===== config.mk =====
export PLATFORM = sky130hd
export DESIGN_NAME = sadc_top
export DESIGN_NICKNAME = d
export VERILOG_FILES = /design/src/hdl/sadc_pkg.sv /design/src/hdl/sadc_timer.sv /design/src/hdl/sadc_sar.sv /design/src/hdl/sadc_top.sv
export SDC_FILE = /design/constraint.sdc
export NUM_CORES = 1
export LEC_CHECK = 0
export BUFFER_PORTS_ARGS = -buffer_cell sky130_fd_sc_hd__buf_2
export CAP_MARGIN = 20
export CORE_MARGIN = 4
export CORE_UTILIZATION = 52
export CTS_BUF_LIST = sky130_fd_sc_hd__clkbuf_4 sky130_fd_sc_hd__clkbuf_8 sky130_fd_sc_hd__clkbuf_16
export DETAILED_ROUTE_END_ITERATION = 16
export PLACE_DENSITY = 0.71
export SLEW_MARGIN = 20
export SYNTH_ARGS = -nofsm -noshare
export SYNTH_HDL_FRONTEND = slang
export SYNTH_SLANG_ARGS = --single-unit

===== constraint.sdc =====
create_clock -name pclk -period 5.7 [get_ports pclk]
set_input_delay 0.855 -clock pclk [delete_from_list [all_inputs] [get_ports pclk]]
set_output_delay 0.855 -clock pclk [all_outputs]
set_load 0.02 [all_outputs]

===== src/hdl/sadc_pkg.sv =====
// Notes on behaviour
// - low register: result bits 1:0, done, busy
// - high register holds result bits nine to two
// - low register bits 3:0 read unstable
// - reading high register clears done flag
// - busy set at start, cleared at single-shot finish or abort
// - standby also clears the busy flag
// - single-shot: start bit converts selected channel
// - completion stores result, sets done, raises irq
// - start bit self-clears once conversion begins
// - repeat mode: start bit begins repeated conversions
// - repeat restarts right after each completion
// - disable code aborts, result not stored
// - restart clears done, keeps old result
// - standby aborts and resets both control registers
// - after standby stay idle until new start
// - standby disconnects the reference ladder
// - single-shot conversion begins right after start
// - control one field layout and channel codes
// - mode codes: off, single, reserved, repeat
// - time codes select 39 to 1248 cycles
// - ladder bit: during conversion or always
package sadc_pkg;

    // ------------------------------------------------------------
    // register map: indices, byte address is four times the index
    // ------------------------------------------------------------
    localparam logic [7:0] IDX_CTRL_ONE  = 8'h1c;  // converter_control_one
    localparam logic [7:0] IDX_CTRL_TWO  = 8'h1d;  // converter_control_two
    localparam logic [7:0] IDX_RES_LOW   = 8'h1e;  // result_low_status_reg
    localparam logic [7:0] IDX_RES_HIGH  = 8'h1f;  // result_high_reg
    localparam logic [7:0] ADDR_CTRL_ONE = 8'(IDX_CTRL_ONE * 4);
    localparam logic [7:0] ADDR_CTRL_TWO = 8'(IDX_CTRL_TWO * 4);
    localparam logic [7:0] ADDR_RES_LOW  = 8'(IDX_RES_LOW * 4);
    localparam logic [7:0] ADDR_RES_HIGH = 8'(IDX_RES_HIGH * 4);

    // ------------------------------------------------------------
    // field positions and reset values
    // ------------------------------------------------------------
    localparam int unsigned C1_START  = 7;  // conversion_start_bit
    localparam int unsigned C1_MODE   = 5;  // operating_mode_field, 2 bits
    localparam int unsigned C1_INDIS  = 4;  // analog_input_disable
    localparam int unsigned C1_CHAN   = 0;  // channel_select_field, 4 bits
    localparam int unsigned C2_LADDER = 5;  // ladder_always_connected
    localparam int unsigned C2_FIXONE = 4;  // always written as one
    localparam int unsigned C2_TIME   = 1;  // conversion time code, 3 bits
    localparam int unsigned RL_RES    = 6;  // result bits 1:0
    localparam int unsigned RL_DONE   = 5;  // conversion_done_flag
    localparam int unsigned RL_BUSY   = 4;  // conversion_busy_flag
    localparam logic [7:0]  C1_RESET  = 8'h10;
    localparam logic [7:0]  C2_RESET  = 8'h00;
    localparam logic [9:0]  RES_RESET = 10'h000;
    localparam logic [3:0]  LFSR_SEED = 4'h1;

    // ------------------------------------------------------------
    // conversion timing in system clock cycles
    // ------------------------------------------------------------
    localparam int unsigned RES_W       = 10;  // result width
    localparam logic [10:0] CYC_39      = 11'd39;
    localparam logic [10:0] CYC_78      = 11'd78;
    localparam logic [10:0] CYC_156     = 11'd156;
    localparam logic [10:0] CYC_312     = 11'd312;
    localparam logic [10:0] CYC_624     = 11'd624;
    localparam logic [10:0] CYC_1248    = 11'd1248;
    localparam int unsigned TRIAL_SHIFT = 4;   // unused; the timer takes trial slot = time / 11
    localparam logic [3:0]  LAST_TRIAL  = 4'd10;
    localparam logic [3:0]  TRIAL_SAT   = 4'd11;

    typedef enum logic [1:0] {
        MODE_OFF    = 2'b00,
        MODE_SINGLE = 2'b01,
        MODE_RSVD   = 2'b10,
        MODE_REPEAT = 2'b11
    } sadc_mode_t;

    typedef enum logic {
        ST_IDLE = 1'b0,
        ST_CONV = 1'b1
    } sadc_state_t;

    // time code to cycle count; reserved codes take the longest time
    function automatic logic [10:0] conv_cycles(input logic [2:0] code);
        case (code)
            3'b000:  conv_cycles = CYC_39;
            3'b010:  conv_cycles = CYC_78;
            3'b011:  conv_cycles = CYC_156;
            3'b100:  conv_cycles = CYC_312;
            3'b101:  conv_cycles = CYC_624;
            3'b110:  conv_cycles = CYC_1248;
            default: conv_cycles = CYC_1248;
        endcase
    endfunction

endpackage


===== src/hdl/sadc_timer.sv =====
// ----------------------------------------------------------------
// conversion timer: sample slot, ten trial steps, end pulse
// ----------------------------------------------------------------
module sadc_timer (
    input  wire logic       pclk,
    input  wire logic       presetn,
    input  wire logic       go,
    input  wire logic       abort,
    input  wire logic [2:0] time_code,
    output logic            step,
    output logic            fin,
    output logic            sampling
);
    typedef struct packed {
        logic        active;  // counting a conversion
        logic [10:0] cnt;     // cycles since start
        logic [10:0] total;   // cycles for this conversion
        logic [6:0]  tlen;    // trial slot length minus one, eleven slots
        logic [6:0]  sub;     // cycle within slot
        logic [3:0]  trial;   // slot index, zero is sampling
        logic        step;
        logic        fin;
    } sadc_tmr_t;

    sadc_tmr_t q, d;
    logic [10:0] tot_c;

    // next state; abort beats go so standby wins
    always_comb begin
        d      = q;
        d.step = 1'b0;
        d.fin  = 1'b0;
        tot_c  = sadc_pkg::conv_cycles(time_code);
        if (abort) begin
            d.active = 1'b0;
        end else if (go) begin
            d.active = 1'b1;
            d.cnt    = 11'd0;
            d.sub    = 7'd0;
            d.trial  = 4'd0;
            d.total  = tot_c;
            // eleven equal slots: slowest code still fits seven bits, and the
            // fastest code leaves three cycles per decision for pin sync lag
            d.tlen   = 7'((tot_c / 11'(sadc_pkg::TRIAL_SAT)) - 11'd1);
        end else if (q.active) begin
            d.cnt = q.cnt + 11'd1;
            if (q.sub == q.tlen) begin
                d.sub = 7'd0;
                if (q.trial != sadc_pkg::TRIAL_SAT) begin
                    d.trial = q.trial + 4'd1;
                end
                // steps only in slots one to ten
                d.step = (q.trial != 4'd0) && (q.trial <= sadc_pkg::LAST_TRIAL);
            end else begin
                d.sub = q.sub + 7'd1;
            end
            if (q.cnt == q.total - 11'd1) begin
                d.fin    = 1'b1;
                d.active = 1'b0;
            end
        end
    end

    // state register
    always_ff @(posedge pclk or negedge presetn) begin
        if (!presetn) begin
            q <= '0;
        end else begin
            q <= d;
        end
    end

    assign step     = q.step;
    assign fin      = q.fin;
    assign sampling = q.active && (q.trial == 4'd0);
endmodule // sadc_timer


===== src/hdl/sadc_sar.sv =====
// ----------------------------------------------------------------
// successive approximation register, one decision per step
// ----------------------------------------------------------------
module sadc_sar (
    input  wire logic       pclk,
    input  wire logic       presetn,
    input  wire logic       go,
    input  wire logic       step,
    input  wire logic       cmp,
    output logic [9:0]      code
);
    typedef struct packed {
        logic [9:0] code;  // trial code driven to the ladder
        logic [3:0] idx;   // bit under trial
    } sadc_sar_t;

    sadc_sar_t q, d;

    // cmp high means input is at or above the trial level: keep bit
    always_comb begin
        d = q;
        if (go) begin
            d.code = 10'h200;
            d.idx  = 4'd9;
        end else if (step) begin
            if (!cmp) begin
                d.code[q.idx] = 1'b0;
            end
            if (q.idx != 4'd0) begin
                d.idx               = q.idx - 4'd1;
                d.code[q.idx - 4'd1] = 1'b1;
            end
        end
    end

    // state register
    always_ff @(posedge pclk or negedge presetn) begin
        if (!presetn) begin
            q <= '0;
        end else begin
            q <= d;
        end
    end

    assign code = q.code;
endmodule // sadc_sar


===== src/hdl/sadc_top.sv =====
// ----------------------------------------------------------------
// converter sequencer with apb register file
// ----------------------------------------------------------------
module sadc_top (
    input  wire logic        pclk,
    input  wire logic        presetn,
    input  wire logic        psel,
    input  wire logic        penable,
    input  wire logic        pwrite,
    input  wire logic [7:0]  paddr,
    input  wire logic [31:0] pwdata,
    output logic      [31:0] prdata,
    output logic             pready,
    output logic             pslverr,
    input  wire logic        standby,
    input  wire logic        cmp_pin,
    output logic      [3:0]  channel_sel,
    output logic             input_disable,
    output logic             ladder_on,
    output logic             sample_hold,
    output logic      [9:0]  dac_code,
    output logic             conversion_done_irq
);

    // ------------------------------------------------------------
    // state of the block
    // ------------------------------------------------------------
    typedef struct packed {
        logic                  start;    // conversion_start_bit
        sadc_pkg::sadc_mode_t  mode;     // operating_mode_field
        logic                  indis;    // analog_input_disable
        logic [3:0]            chan;     // channel_select_field
        logic                  ladder;   // ladder_always_connected
        logic [2:0]            tsel;     // conversion time code
        logic [9:0]            result;   // last stored result
        logic                  done;     // conversion_done_flag
        logic                  busy;     // conversion_busy_flag
        sadc_pkg::sadc_state_t state;
        logic                  irq;      // one-cycle done pulse
        logic                  pready;
        logic                  pslverr;
        logic [31:0]           prdata;
        logic [3:0]            lfsr;     // noise for unused bits
        logic                  cmp_s1;   // sync stage one
        logic                  cmp_s2;   // sync stage two
        logic                  sample;
        logic                  ladder_on;
    } sadc_top_t;

    sadc_top_t q, d;

    logic       go_c;       // start timer and sar
    logic       abort_c;    // drop conversion in flight
    logic       acc_c;      // apb access completes
    logic       setup_c;    // apb setup cycle
    logic       tmr_step;   // sar decision strobe
    logic       tmr_fin;    // conversion time elapsed
    logic       tmr_samp;   // sampling slot
    logic [9:0] sar_code;   // current trial code

    // ------------------------------------------------------------
    // sub blocks
    // ------------------------------------------------------------
    sadc_timer u_timer (
        .pclk      (pclk),
        .presetn   (presetn),
        .go        (go_c),
        .abort     (abort_c),
        .time_code (q.tsel),
        .step      (tmr_step),
        .fin       (tmr_fin),
        .sampling  (tmr_samp)
    );

    sadc_sar u_sar (
        .pclk    (pclk),
        .presetn (presetn),
        .go      (go_c),
        .step    (tmr_step),
        .cmp     (q.cmp_s2),
        .code    (sar_code)
    );

    // ------------------------------------------------------------
    // read mux, shared by the setup-cycle capture
    // ------------------------------------------------------------
    function automatic logic [32:0] rd_mux(input sadc_top_t s, input logic [7:0] a);
        rd_mux = '0;
        case (a)
            sadc_pkg::ADDR_CTRL_ONE: begin
                rd_mux[7:0] = {s.start, s.mode, s.indis, s.chan};
            end
            sadc_pkg::ADDR_CTRL_TWO: begin
                // top two bits unspecified, read as zero
                rd_mux[7:0] = {2'b00, s.ladder, 1'b1, s.tsel, 1'b0};
            end
            sadc_pkg::ADDR_RES_LOW: begin
                // low nibble is deliberately noisy
                rd_mux[7:0] = {s.result[1:0], s.done, s.busy, s.lfsr};
            end
            sadc_pkg::ADDR_RES_HIGH: begin
                rd_mux[7:0] = s.result[9:2];
            end
            default: begin
                rd_mux[32] = 1'b1;  // unmapped: error, data zero
            end
        endcase
    endfunction

    // ------------------------------------------------------------
    // next state
    // ------------------------------------------------------------
    always_comb begin
        d         = q;
        go_c      = 1'b0;
        abort_c   = 1'b0;
        setup_c   = psel && !penable;
        acc_c     = psel && penable && q.pready;
        d.irq     = 1'b0;
        d.cmp_s1  = cmp_pin;
        d.cmp_s2  = q.cmp_s1;
        d.lfsr    = {q.lfsr[2:0], q.lfsr[3] ^ q.lfsr[2]};
        d.sample  = tmr_samp;

        // zero-wait slave: answer in the first access cycle
        d.pready = setup_c;
        if (setup_c) begin
            {d.pslverr, d.prdata} = rd_mux(q, paddr);
        end else begin
            d.pslverr = 1'b0;
        end

        // reading the high result clears done; a set below wins
        if (acc_c && !pwrite && paddr == sadc_pkg::ADDR_RES_HIGH) begin
            d.done = 1'b0;
        end

        // sequencer
        case (q.state)
            sadc_pkg::ST_IDLE: begin
                if (q.start) begin
                    d.start = 1'b0;
                    if (q.mode == sadc_pkg::MODE_SINGLE ||
                        q.mode == sadc_pkg::MODE_REPEAT) begin
                        go_c    = 1'b1;
                        d.busy  = 1'b1;
                        d.done  = 1'b0;
                        d.state = sadc_pkg::ST_CONV;
                    end
                end
            end
            sadc_pkg::ST_CONV: begin
                d.start = 1'b0;  // restart while busy is ignored
                if (q.mode == sadc_pkg::MODE_OFF ||
                    q.mode == sadc_pkg::MODE_RSVD) begin
                    abort_c = 1'b1;
                    d.busy  = 1'b0;
                    d.state = sadc_pkg::ST_IDLE;
                end else if (tmr_fin) begin
                    d.result = sar_code;
                    d.done   = 1'b1;
                    d.irq    = 1'b1;
                    if (q.mode == sadc_pkg::MODE_REPEAT) begin
                        go_c = 1'b1;
                    end else begin
                        d.busy  = 1'b0;
                        d.state = sadc_pkg::ST_IDLE;
                    end
                end
            end
            default: begin
                d.state = sadc_pkg::ST_IDLE;
            end
        endcase

        // register writes take effect at the completing access edge
        if (acc_c && pwrite) begin
            case (paddr)
                sadc_pkg::ADDR_CTRL_ONE: begin
                    d.start = pwdata[sadc_pkg::C1_START];
                    d.mode  = sadc_pkg::sadc_mode_t'(pwdata[sadc_pkg::C1_MODE +: 2]);
                    d.indis = pwdata[sadc_pkg::C1_INDIS];
                    d.chan  = pwdata[sadc_pkg::C1_CHAN +: 4];
                end
                sadc_pkg::ADDR_CTRL_TWO: begin
                    d.ladder = pwdata[sadc_pkg::C2_LADDER];
                    d.tsel   = pwdata[sadc_pkg::C2_TIME +: 3];
                end
                default: begin
                    d.start = d.start;  // read-only or unmapped
                end
            endcase
        end

        // standby overrides everything and holds the block at reset
        if (standby) begin
            abort_c  = 1'b1;
            go_c     = 1'b0;
            {d.start, d.mode, d.indis, d.chan} = sadc_pkg::C1_RESET;
            d.ladder = sadc_pkg::C2_RESET[sadc_pkg::C2_LADDER];
            d.tsel   = sadc_pkg::C2_RESET[sadc_pkg::C2_TIME +: 3];
            d.busy   = 1'b0;
            d.done   = 1'b0;
            d.irq    = 1'b0;
            d.result = sadc_pkg::RES_RESET;  // earlier results are lost
            d.state  = sadc_pkg::ST_IDLE;
        end

        // ladder draws current only when needed, never in standby
        d.ladder_on = !standby && (d.ladder || d.busy);
    end

    // ------------------------------------------------------------
    // state register
    // ------------------------------------------------------------
    always_ff @(posedge pclk or negedge presetn) begin
        if (!presetn) begin
            q        <= '0;
            q.mode   <= sadc_pkg::MODE_OFF;
            q.indis  <= sadc_pkg::C1_RESET[sadc_pkg::C1_INDIS];
            q.lfsr   <= sadc_pkg::LFSR_SEED;
            q.state  <= sadc_pkg::ST_IDLE;
        end else begin
            q <= d;
        end
    end

    // ------------------------------------------------------------
    // outputs, all from flops
    // ------------------------------------------------------------
    assign prdata              = q.prdata;
    assign pready              = q.pready;
    assign pslverr             = q.pslverr;
    assign channel_sel         = q.chan;
    assign input_disable       = q.indis;
    assign ladder_on           = q.ladder_on;
    assign sample_hold         = q.sample;
    assign dac_code            = sar_code;
    assign conversion_done_irq = q.irq;

    // ------------------------------------------------------------
    // checks
    // ------------------------------------------------------------
    logic rh_read_c;  // completing read of the high result
    assign rh_read_c = acc_c && !pwrite && paddr == sadc_pkg::ADDR_RES_HIGH;

    a_irq_with_done: assert property (@(posedge pclk) disable iff (!presetn)
        q.irq |-> q.done && $changed(q.irq))
        else $error("irq without done flag");

    a_irq_one_cycle: assert property (@(posedge pclk) disable iff (!presetn)
        q.irq |=> !q.irq)
        else $error("irq longer than one cycle");

    a_busy_standby: assert property (@(posedge pclk) disable iff (!presetn)
        standby |=> !q.busy && !q.ladder_on && q.state == sadc_pkg::ST_IDLE)
        else $error("busy or ladder left on in standby");

    a_ctrl_reset: assert property (@(posedge pclk) disable iff (!presetn)
        standby |=> q.mode == sadc_pkg::MODE_OFF && q.indis && !q.start)
        else $error("control not reset in standby");

    a_start_begins: assert property (@(posedge pclk) disable iff (!presetn)
        q.start && q.state == sadc_pkg::ST_IDLE && q.mode == sadc_pkg::MODE_SINGLE
        && !standby |=> q.busy && !q.done && q.state == sadc_pkg::ST_CONV)
        else $error("single start did not begin");

    a_rh_clears: assert property (@(posedge pclk) disable iff (!presetn)
        rh_read_c && !tmr_fin |=> !q.done)
        else $error("high read did not clear done");

    a_abort_keep: assert property (@(posedge pclk) disable iff (!presetn)
        q.state == sadc_pkg::ST_CONV && q.mode == sadc_pkg::MODE_OFF && !standby
        |=> !q.busy ##1 $stable(q.result))
        else $error("abort stored a result");

    a_result_hold: assert property (@(posedge pclk) disable iff (!presetn)
        !tmr_fin && !standby |=> $stable(q.result))
        else $error("result changed without completion");

    a_repeat_next: assert property (@(posedge pclk) disable iff (!presetn)
        tmr_fin && q.state == sadc_pkg::ST_CONV && q.mode == sadc_pkg::MODE_REPEAT
        && !standby |=> q.busy [*2])
        else $error("repeat did not continue");

    a_busy_state: assert property (@(posedge pclk) disable iff (!presetn)
        q.busy == (q.state == sadc_pkg::ST_CONV))
        else $error("busy flag out of step with sequencer");

    c_single_done: cover property (@(posedge pclk) disable iff (!presetn)
        q.irq && q.mode == sadc_pkg::MODE_SINGLE);
    c_repeat_two: cover property (@(posedge pclk) disable iff (!presetn)
        q.irq ##[1:1000] q.irq);
    c_standby_abort: cover property (@(posedge pclk) disable iff (!presetn)
        q.busy && standby);
endmodule // sadc_top


==> impl_summary.md, run 1 <==
CTS
Counting along the longest clock path gives a buffer depth of 2. The number of buffers created by CTS is 9. Post-CTS repair changed the size of 0 cells. TritonCTS built the clock tree. Clock-pin slew was measured on the worst setup and hold paths at 0.06 ns.

The total setup buffers inserted after CTS is 0. The number of hold buffers added after CTS was 0. The cell chosen for the clock root is clkbuf_16. CTS saw 101 sinks. In this run the number of H-tree levels came out at 3.

The later pin in the worst-skew pair is clocked with a latency of 0.34 ns.

Critical path
Data arrives at the worst endpoint at 5.30 ns. The data required time of the worst path is 5.93 ns. The category of the critical setup timing path is flop to flop. The worst setup path is launched from a flop.

Of all nets on the critical path, the largest fanout is 25. The worst setup path is captured at a flop.

GRT
The via count of the first global-routing pass is 4,669. The number of antenna violations at the first check in global routing is 0. The maximum number of pins on one net before global-route repair is 60. The global route total overflow is 0. The global-route wire length before repair is 22,400 µm.

Global routing consumed, over all layers together, 19.4% of the routing resources.

Power and ir drop
The register share of total power is 52.5%. For this design the total switching power over the nets is 0.000288 W. Net switching is 21.0% of the power. The cell-internal power is 0.00108 W.

In this run the power density over the cells is 208 mW/mm². The maximum VDD drop is 0.140 mV. Combinational logic burns 3.7% of the power.

Of the total power, the clock network draws 43.8%. The static power due to leakage is 2.93 nW. The overall power is 0.00137 W.

Die
In this run the horizontal extent of the chip is 117 µm. The standard-cell row count is 39. After floorplanning, the core was sized to cover 0.0116 mm².

The floorplan die area is 0.0138 mm². The height of the chip is 117 µm. For this design the top-level I/O count stands at 99. The initial utilization of the core area, before any placement, comes to 53.7%.

STA
Clock skew on the completed layout was measured at 0.00678 ns. The post-route fraction of the period consumed by the critical path is 88.9%. For the pin with the worst max-slew slack, the measured transition is 0.873 ns. The final max-slew violation count is 0. Setup repair after global routing left no endpoint under its margin.

Setup violations remaining at the end of the flow were counted as 0. Adding up every negative setup slack in the final design gives 0 ns. The minimum hold slack is 0.359 ns. The number of failing hold endpoints at the final stage is 0. Headroom to the max-slew limit came out at 41.3%. The final critical-path required period is 5.07 ns.

For this run, the top clock speed supported by timing is 197 MHz.

Drt
For this run, design rule violations remaining after detail routing come to 0. Detailed routing inserted a total of 4,939 vias. The post-detailed-routing wire length is 13,300 µm.

For this block, the initial DRC count from the detailed router was 336. The number of iterations in the first detailed-routing pass is 5. The detail route stage leaves a number of antenna-violating nets equal to 0. Dividing the detail-routed via count by the number of cells gives 5.74. The average routed wire per standard cell is 15.4 µm.

Placed design
Input and output buffers added on the ports amount to 50. The post-detailed-placement half-perimeter wirelength is 9640 µm. The final weighted congestion in routability-driven placement is 0.827. The cell area reported after detailed placement is 0.00629 mm². Counting tap cells, the placed design contains a total of 845 instances.

Finish
The library cells used most frequently in the layout, excluding fill and tap cells, are dfrtp_1, nand2_1, nor2_1. Excluding fillers, the count of instances in the completed layout stands at 861. The number of nets at the end of the flow is 771.

In the final layout, the share of cells above drive strength 1 is 14.1%. The area growth from synthesis to layout is 6.12%. The design area is 0.00660 mm².

The number of antenna diodes in the final layout is 0. Leaving out fill and tap cells, the most frequent cell in the layout is dfrtp_1.

Synthesis
The netlist area before placement is 0.00621 mm². The number of register bits inferred by synthesis is 101. The dominant register cell in the synthesized netlist is dfrtp_1. The synthesized design contains 0 enable-type register cells. The share of synthesized area in the top cell type comes to 39.9%. Yosys printed 0 warnings.

Of all flip-flops after synthesis, the portion carrying an async set or reset was 100%. Ranked by total cell area, the synthesized netlist is headed by dfrtp_1, nand2_1, buf_4, nor2_1, a21oi_1. In this run, distinct cell masters in the synthesized netlist total 77.

Of the synthesized area, sequential elements account for 40.7%. The count of mapped cells out of synthesis is 701. Dividing the synthesized area by the synthesized cell count gives 8.87 µm². The synthesized design spends more area on one cell type than any other, namely dfrtp_1.

Outcome
The flow ran to the end, and the final reports show no timing, DRC or antenna violations.

Min path
The class of the tightest hold or removal check is flop to flop.

Flow run
The tool flagged a number of max-cap violations equal to 0.
[power by group through the flow]
stage                     registers, W  clock network, W  logic (W)
after detailed placement      0.000732                 0  0.0000517
final                         0.000719          0.000599  0.0000513
after global placement        0.000732                 0  0.0000509
after global routing          0.000719          0.000647  0.0000572
after floorplan               0.000733                 0  0.0000372
after CTS                     0.000719          0.000618  0.0000519
[critical path, cell delays in order (launching register included)]
cell and delay [ns]:
dfrtp_1 0.87, inv_1 0.22, ha_1 0.49, a211oi_2 0.40
o21ai_2 0.12, o2111a_2 0.23, o22a_1 0.25, or3b_1 0.47
o22ai_4 0.24, a21oi_1 0.13, a31o_1 0.28, xnor2_2 0.18
ha_1 0.23, nand2b_1 0.12, mux2i_1 0.08, a22oi_2 0.20
a22oi_2 0.08, a311o_1 0.35
[final timing paths]
kind / start / to / slack [ns] / cells past startpoint
max reg2reg: q[58] / u_timer.q[16] / 0.63 / 17
max in group asynchronous: presetn / u_timer.q[26] / 4.10 / 2
min: d[2] / q[2] / 0.36 / 0
min reg2reg: d[2] / q[2] / 0.36 / 0
min in group asynchronous: presetn / u_sar.q[1] / 0.49 / 1
max: q[58] / u_timer.q[16] / 0.63 / 17
[routing by layer]
metal	up-vias	share of wire [%]	wire length, µm	track usage [%]
met3	21	4.5	601	4.48
met5	-	0	0	0
met4	0	1.6	212	6.30
met1	2405	44	5790	25.0
met2	115	50	6650	32.5
li1	2398	-	-	-
[registers in the layout, summed over array words and instances (netlist names), 4 cells and up]
signal and count:
u_timer.q 41, channel_sel 4, u_sar.code 10, d 4, u_sar.q 4, q 22
prdata 8
[stage by stage]
| stage | setup WS [ns] | util (%) |
|---|---|---|
| 2_1_floorplan | 1.37 | - |
| 3_3_place_gp | 0.847 | 54.4 |
| 3_5_place_dp | 0.711 | 54.4 |
| 4_1_cts | 0.685 | 57.0 |
| 5_1_grt | 0.219 | 57.0 |
| 6_report | 0.631 | 57.0 |
[cell usage after synthesis, drive strengths merged, types with 16 or more instances]
cell type  instances
dfrtp             99
nor2b             16
xnor2             24
a21oi             50
nand2b            18
nand2             93
nand3             18
buf               52
nor2              70
clkbuf            26
o21ai             45
mux2i             17
[cell families after synthesis]
family          Yosys count  synth area share, %
xor+xnor                 39                 5.62
flops                   101                 40.7
fa+ha+maj                11                 2.21
mux                      23                 4.75
simple gates            275                 21.0
other cells               1               0.0603
compound gates          160                 17.1
buf+inv                  91                 8.60
[area by class of cell]
type	instances	area (µm²)
Fill cell	1040	4970
Multi-Input combinational cell	532	3240
Sequential cell	101	2530
Timing Repair Buffer	56	298
Clock buffer	15	295
Tap cell	143	179
Inverter	13	48.8
Clock inverter	1	5.00
(Power assumes the default switching activity.)
==> run 2, diff against run 1 <==
--- a/config.mk
+++ b/config.mk
@@ -5,12 +5,13 @@
 export SDC_FILE = /design/constraint.sdc
 export NUM_CORES = 1
 export LEC_CHECK = 0
-export BUFFER_PORTS_ARGS = -buffer_cell sky130_fd_sc_hd__buf_2
+export BUFFER_PORTS_ARGS = -buffer_cell sky130_fd_sc_hd__buf_4
 export CAP_MARGIN = 20
 export CORE_MARGIN = 4
 export CORE_UTILIZATION = 52
 export CTS_BUF_LIST = sky130_fd_sc_hd__clkbuf_4 sky130_fd_sc_hd__clkbuf_8 sky130_fd_sc_hd__clkbuf_16
 export DETAILED_ROUTE_END_ITERATION = 16
+export MAX_ROUTING_LAYER = met4
 export PLACE_DENSITY = 0.71
 export SLEW_MARGIN = 20
 export SYNTH_ARGS = -nofsm -noshare
==> run 2 against run 1 <==
  * Sequential power hardly changed
  * Worst hold slack worse by 0.0090 ns
  * Largest cell class unchanged
  * Flip-flop and latch count stayed put
  * Clock-buffer cell count is 5 lower
  * Cell count stayed put
  * Sequential share of layout area is 0.67 points lower
  * Register-to-register slack better by 0.02 ns
  * Clock skew is 0.0020 ns higher
  * Setup slack better by 0.018 ns
  * Global-route usage is 1.2 points higher
  * Wire length is 1.9% higher
  * Maximum frequency is 0.35% higher
==> impl_summary.md, run 2 (synthesis gave the netlist of run 1 again) <==
Drt
The number of DRC violations after detailed-routing iteration 0 came to 423 (+26%). The post-detailed-routing wire length is 13,500 µm (+1.9%). The average routed wire per standard cell is 15.7 µm (+1.9%). The number of vias in the routed layout is 4,956 (+0.34%). The detailed-route vias per instance is 5.76 (+0.34%). The number of iterations in the first detailed-routing pass is 5 (unchanged).

The number of design rule violations left after detail routing was 0 (unchanged). The count of antenna-violating nets left after detailed routing was 0 (unchanged).

CTS
The number of hold buffers added after CTS is 0 (unchanged). The number of buffers created by CTS came to 9 (unchanged). The clock transition time at the flip-flop clock pins of the worst setup and hold paths came to 0.07 ns (about the same). The cell chosen for the clock root is clkbuf_16. The clock latency at the later pin of the worst-skew pair is 0.35 ns (about the same). The number of H-tree branching levels is 3 (unchanged). The clock tree buffer depth is 2 (unchanged). The quantity of gates resized following cts came to 0 (unchanged). The TritonCTS sink count is 101 (unchanged). TritonCTS built the clock tree. The total setup buffers inserted after CTS is 0 (unchanged).

Critical path
The worst reg-to-reg path cell count was 16 (-1). STA classifies the critical path endpoint as a flop. The minimum setup slack among reg-to-reg paths was 0.65 ns (+0.02 ns). The data required time of the worst path is 5.93 ns (about the same).

The worst flop-to-flop path startpoint is q[58]. The largest stage delay on the critical path is 0.85 ns (-0.02 ns). The cell at the slowest stage of the critical path is dfrtp_1.

The category of the critical setup timing path is flop to flop. The maximum fanout along the worst path was 25 (unchanged). The arrival time at the worst endpoint is 5.28 ns (-0.02 ns). The endpoint of the worst register-to-register path is u_timer.q[16]. The category of the worst setup path launch point is a flop. The count of buffering cells on the critical path with inverters included is 1 (unchanged). The largest delay contributor family on the critical path is compound AO/OA/AOI/OAI gates. Traced cell by cell, the critical path runs through inv_1 -> ha_1 -> xnor2_1 -> o2111ai_1 -> o21ai_1 -> a21oi_1 -> a211oi_1 -> nand2_1 -> a31o_1 -> xnor2_2 -> ha_1 -> nand2b_1 -> mux2i_1 -> a22oi_2 -> a22oi_2 -> a311o_1.

STA
The final critical-path required period came to 5.05 ns (-0.0179 ns). The setup-violating endpoint count in the final report is 0 (unchanged). Setup repair after global routing left no endpoint under its margin. The minimum setup slack in the final design is 0.649 ns (+0.0179 ns). The final clock skew is 0.00882 ns (+0.00204 ns). The total negative slack for setup checks is 0 ns (unchanged). The final max-slew violation count came to 0 (unchanged).

The number of failing hold endpoints at the final stage came to 0 (unchanged). The pin slew with the least headroom to its limit is 1.01 ns (+0.137 ns). The relative slew slack came to 32.5% (-8.7 points).

The post-route fraction of the period consumed by the critical path is 88.6% (-0.31 points). The fmax is 198 MHz (+0.35%).

Finish
The fraction of layout cells with a size suffix above 1 is 14.1% (unchanged). The number of nets at the end of the flow was 771 (unchanged). From synthesis to final layout, the design area changed by 8.01%. Leaving out fill and tap cells, the most frequent cell in the layout is dfrtp_1.

The design area was 0.00671 mm² (+1.8%). More flip-flops sit in one register than any other, and that register is u_timer.q. The top cell types in the final layout, fill and taps aside, are dfrtp_1, nand2_1, nor2_1.

The count of filler cells inserted in the layout is 1,035 (-0.48%). The number of flip-flops in the largest register came to 41 (unchanged). The antenna diode instance count is 0 (unchanged).

Die
The area inside the core boundary is 0.0116 mm² (unchanged). The height of the chip is 117 µm (unchanged). The initial cell density of the core is 53.7% (unchanged). The standard-cell row count came to 39 (unchanged). The number of top-level design ports is 99 (unchanged).

The floorplan die area is 0.0138 mm² (unchanged). The chip width came to 117 µm (unchanged).

Placed design
The placement-stage worst setup slack came to 0.738 ns (+0.0266 ns). The cell area reported after detailed placement was 0.00642 mm² (+1.9%). The number of buffer cells added on primary ports is 50 (unchanged). The final weighted congestion in routability-driven placement came to 0.881 (+6.5%). The post-detailed-placement half-perimeter wirelength is 10000 µm (+3.6%).

GRT
The via count of the first global-routing pass was 4,881 (+4.5%). The global route total overflow is 0 (unchanged). The maximum number of pins on one net before global-route repair is 78 (+30%). The overall fraction of global-route tracks in use is 20.6% (+1.2 points). The global-route wire length before repair was 23,300 µm (+3.7%). The number of antenna violations at the first check in global routing came to 0 (unchanged).

Outcome
The flow ran to the end, and the final reports show no timing, DRC or antenna violations.

Flow run
The max-capacitance violation count is 0 (unchanged).

Power and ir drop
The maximum VDD drop is 0.242 mV (+73%). The static power due to leakage came to 2.96 nW (+0.78%). The power density over cell area came to 204 mW/mm² (-1.8%).

Min path
The tightest min-delay check is of the flop to flop type. The start point of the worst hold path is d[2]. The path with the worst hold slack has its endpoint at q[2]. The worst hold path depth was 0 (unchanged).
-- run 2: cell types whose count changed in the layout (fill, tap and decap cells not counted), sizes merged --
| cell | change |
|---|---|
| clkinv | +3 |
| inv | +2 |
| clkbuf | -5 |
-- run 2: stage by stage --
stage | power, W | hold WS [ns] | cells | util [%]
finish | 0.00137 | 0.350 | 861 | 58.0
global route | 0.00142 | 0.355 | 861 | 58.0
floorplan | 0.000770 | 0.331 | 724 | -
CTS | 0.00139 | 0.354 | 861 | 58.0
detailed placement | 0.000789 | 0.337 | 845 | 55.5
global placement | 0.000788 | 0.334 | 845 | 55.5
-- run 2: how the worst max path moves through the flow --
| stage | endpoint | slack, ns | cells past startpoint | start |
|---|---|---|---|---|
| floorplan | u_timer.q[16] | 1.37 | 19 | q[58] |
| global route | u_timer.q[16] | 0.19 | 17 | q[58] |
| CTS | u_timer.q[16] | 0.72 | 17 | q[58] |
| finish | u_timer.q[16] | 0.65 | 16 | q[58] |
| detailed placement | u_timer.q[16] | 0.74 | 17 | q[58] |
| global placement | u_timer.q[16] | 0.90 | 17 | q[58] |
-- run 2: cell type report --
type	count	area (µm²)	area share [%]
Clock buffer	10	239	3.56
Clock inverter	6	56.3	0.839
Inverter	13	48.8	0.727
Multi-Input combinational cell	532	3240	48.3
Sequential cell	101	2530	37.7
Tap cell	143	179	2.67
Timing Repair Buffer	56	420	6.26
-- run 2: metal layers --
layer / routed length (µm) / global-route usage [%] / share of wire [%]
met1: 5900 / 26.0 / 44
met5: 0 / - / 0
met2: 6740 / 34.0 / 50
met3: 646 / 4.09 / 4.8
met4: 217 / 6.09 / 1.6
-- run 2: power by group --
group	switching, W	internal [W]	total [W]
Sequential	0.000000705	0.000718	0.000718
Combinational	0.0000407	0.0000146	0.0000553
Clock	0.000280	0.000316	0.000595
-- run 2: worst reg2reg max path, stage by stage (launching register included) --
cell and delay, ns:
dfrtp_1 0.85, inv_1 0.22, ha_1 0.47, xnor2_1 0.44
o2111ai_1 0.32, o21ai_1 0.35, a21oi_1 0.17, a211oi_1 0.45
nand2_1 0.13, a31o_1 0.26, xnor2_2 0.18, ha_1 0.24
nand2b_1 0.12, mux2i_1 0.08, a22oi_2 0.20, a22oi_2 0.09
a311o_1 0.36
==> run 3, diff against run 2 <==
--- a/config.mk
+++ b/config.mk
@@ -12,7 +12,7 @@
 export CTS_BUF_LIST = sky130_fd_sc_hd__clkbuf_4 sky130_fd_sc_hd__clkbuf_8 sky130_fd_sc_hd__clkbuf_16
 export DETAILED_ROUTE_END_ITERATION = 16
 export MAX_ROUTING_LAYER = met4
-export PLACE_DENSITY = 0.71
+export PLACE_DENSITY = 0.74
 export SLEW_MARGIN = 20
 export SYNTH_ARGS = -nofsm -noshare
 export SYNTH_HDL_FRONTEND = slang
==> constraint.sdc (replaced) <==
create_clock -name pclk -period 5.6 [get_ports pclk]
set_input_delay 0.84 -clock pclk [delete_from_list [all_inputs] [get_ports pclk]]
set_output_delay 0.84 -clock pclk [all_outputs]
set_load 0.02 [all_outputs]
==> run 3 against run 2 <==
  * Worst hold slack improved by 0.0010 ns
  * First-iteration DRC count increased by 4.3%
  * Register-to-register slack better by 0.19 ns
  * Wire length increased by 1.0%
  * Power grew 5.0%
  * Sequential power rose by 2%
  * Clock skew rose by 0.0033 ns
  * Highest routed layer unchanged
==> impl_summary.md, run 3 (synthesis gave the netlist of run 1 again) <==
STA
The final clock skew is 0.0121 ns (+0.00326 ns). The pin slew with the least headroom to its limit came to 0.897 ns (-0.113 ns). The setup-violating endpoint count in the final report is 0 (unchanged). The total negative slack for setup checks is 0 ns (unchanged). The relative slew slack is 39.7% (+7.1 points). The post-route fraction of the period consumed by the critical path is 85.0% (-3.6 points). The final max-slew violation count is 0 (unchanged). The fmax was 210 MHz (+6.1%). Setup repair after global routing left no endpoint under its margin.

The final critical-path required period came to 4.76 ns (-0.291 ns). The number of failing hold endpoints at the final stage came to 0 (unchanged). The minimum setup slack in the final design is 0.840 ns (+0.191 ns).

Finish
Leaving out fill and tap cells, the most frequent cells in the layout are dfrtp_1, nand2_1, nor2_1. The count of filler cells inserted in the layout is 1,021 (-1.4%). The area growth from synthesis to layout is 8.34%. More flip-flops sit in one register than any other, and that register is u_timer.q.

The fraction of layout cells with a size suffix above 1 is 14.2% (+0.12 points). The number of nets at the end of the flow is 772 (+0.13%). The most frequent standard cell in the layout excluding fill and tap cells is dfrtp_1.

The number of flip-flops in the largest register is 41 (unchanged). The final standard cell count with taps included and fillers excluded is 862 (+0.12%). The antenna diode instance count was 0 (unchanged).

Min path
The worst hold path begins at d[2]. The worst hold path depth is 0 (unchanged). The tightest min-delay check is of the flop to flop type. For hold timing, the worst endpoint is q[2].

CTS
The TritonCTS sink count is 101 (unchanged). The tree is rooted in a clkbuf_16. The clock transition time at the flip-flop clock pins of the worst setup and hold paths is 0.08 ns (about the same).

The number of buffers created by CTS came to 9 (unchanged). The total setup buffers inserted after CTS was 0 (unchanged). The number of H-tree branching levels is 3 (unchanged).

TritonCTS built the clock tree. The quantity of gates resized following cts is 0 (unchanged). The clock tree buffer depth is 2 (unchanged). The clock latency at the later pin of the worst-skew pair was 0.36 ns (about the same).

The number of hold buffers added after CTS is 0 (unchanged).

Placed design
The post-detailed-placement half-perimeter wirelength is 10000 µm (about the same). The placed instance count was 846 (+0.12%). The placement-stage worst setup slack came to 0.901 ns (+0.163 ns). The number of buffer cells added on primary ports came to 50 (unchanged). The final weighted congestion in routability-driven placement was 0.871 (-1.0%).

Die
The area inside the core boundary is 0.0116 mm² (unchanged). The floorplan die area is 0.0138 mm² (unchanged). The height of the chip was 117 µm (unchanged). The number of top-level design ports is 99 (unchanged). The standard-cell row count is 39 (unchanged). The initial cell density of the core is 53.7% (unchanged). The chip width is 117 µm (unchanged).

Outcome
The flow ran to the end, and the final reports show no timing, DRC or antenna violations.

Critical path
The minimum setup slack among reg-to-reg paths was 0.84 ns (+0.19 ns). The endpoint kind of the worst setup timing path is a flop. The data required time of the worst path is 5.84 ns (-0.09 ns).

The arrival time at the worst endpoint was 5.00 ns (-0.28 ns). The maximum fanout along the worst path came to 11 (-56%). The worst reg-to-reg path cell count came to 17 (+1).

The worst register-to-register path begins at q[57]. The endpoint of the worst register-to-register path is u_timer.q[16]. The category of the critical setup timing path is flop to flop. The category of the worst setup path launch point is a flop.

Drt
The average routed wire per standard cell is 15.8 µm (+0.90%). The number of design rule violations left after detail routing is 0 (unchanged). The number of vias in the routed layout came to 4,934 (-0.44%). The number of iterations in the first detailed-routing pass came to 5 (unchanged). The count of antenna-violating nets left after detailed routing is 0 (unchanged). The number of DRC violations after detailed-routing iteration 0 is 441 (+4.3%).

The detailed-route vias per instance came to 5.72 (-0.56%). The post-detailed-routing wire length is 13,600 µm (+1.0%).

Power and ir drop
The power density over cell area was 214 mW/mm² (+4.7%). The static power due to leakage is 2.97 nW (+0.31%). The cell-internal power is 0.00110 W (+5.0%). The total net switching power is 0.000338 W (+5.4%). The maximum VDD drop is 0.158 mV (-35%). The register share of total power is 50.8% (-1.7 points). The part of the power in combinational logic came to 3.9% (about the same). The share of total power in the clock network is 45.3% (+1.8 points). The share of total power consumed by net switching is 23.5% (+0.070 points).

GRT
The global route total overflow was 0 (unchanged). The maximum number of pins on one net before global-route repair came to 61 (-22%). The global-route wire length before repair is 23,300 µm (+0.32%). The overall fraction of global-route tracks in use is 20.6% (about the same). The number of antenna violations at the first check in global routing is 0 (unchanged). The via count of the first global-routing pass came to 4,854 (-0.55%).

Flow run
The max-capacitance violation count is 0 (unchanged).
-- run 3: how the worst max path moves through the flow --
stage | start | end | cells after the start
2_1_floorplan | q[58] | u_timer.q[16] | 19
3_3_place_gp | q[57] | u_timer.q[16] | 17
3_5_place_dp | q[57] | u_timer.q[16] | 17
4_1_cts | q[57] | u_timer.q[16] | 17
5_1_grt | q[57] | u_timer.q[16] | 17
6_report | q[57] | u_timer.q[16] | 17
-- run 3: final cells by class --
type	instances	area [µm²]	share of cell area, %
well taps	143	179	2.66
flip-flops and latches	101	2530	37.6
repair buffers	57	428	6.36
multi-input cells	532	3240	48.1
clock buffers	9	225	3.35
clock inverters	7	82.6	1.23
inverters	13	48.8	0.725
-- run 3: per-stage QoR --
step                      cell area, µm²  util, %  hold WS (ns)  total power (W)
final                               6730     58.2         0.351          0.00144
after global routing                6730     58.2         0.373          0.00149
after CTS                           6730     58.2         0.352          0.00145
after detailed placement            6420     55.6         0.335         0.000802
after global placement              6420     55.6         0.334         0.000802
after floorplan                     6300        -         0.331         0.000784
-- run 3: layer usage --
metal | wire length [µm] | part of all wire (%) | GRT usage, %
met3 | 664 | 4.9 | 4.96
met1 | 6020 | 44 | 26.3
met5 | 0 | 0 | -
met2 | 6820 | 50 | 33.9
met4 | 132 | 0.97 | 4.33
-- run 3: power groups by stage --
stage | Clock, W | Combinational (W) | Sequential (W)
after floorplan | 0 | 0.0000378 | 0.000746
after global placement | 0 | 0.0000562 | 0.000745
after detailed placement | 0 | 0.0000570 | 0.000745
after CTS | 0.000659 | 0.0000570 | 0.000731
after global routing | 0.000701 | 0.0000628 | 0.000731
final | 0.000651 | 0.0000563 | 0.000731
-- run 3: critical path, cell delays in order (launching register included) --
cell       delay, ns
dfrtp_1         0.55
inv_1           0.11
ha_1            0.46
nand2b_1        0.27
xnor2_1         0.31
o2111ai_1       0.30
o21ai_1         0.34
a21oi_1         0.18
a211oi_1        0.45
nand2_1         0.13
a31o_1          0.26
xnor2_2         0.18
ha_1            0.24
nand2b_1        0.13
mux2i_1         0.08
a22oi_2         0.20
a22oi_2         0.08
a311o_1         0.35
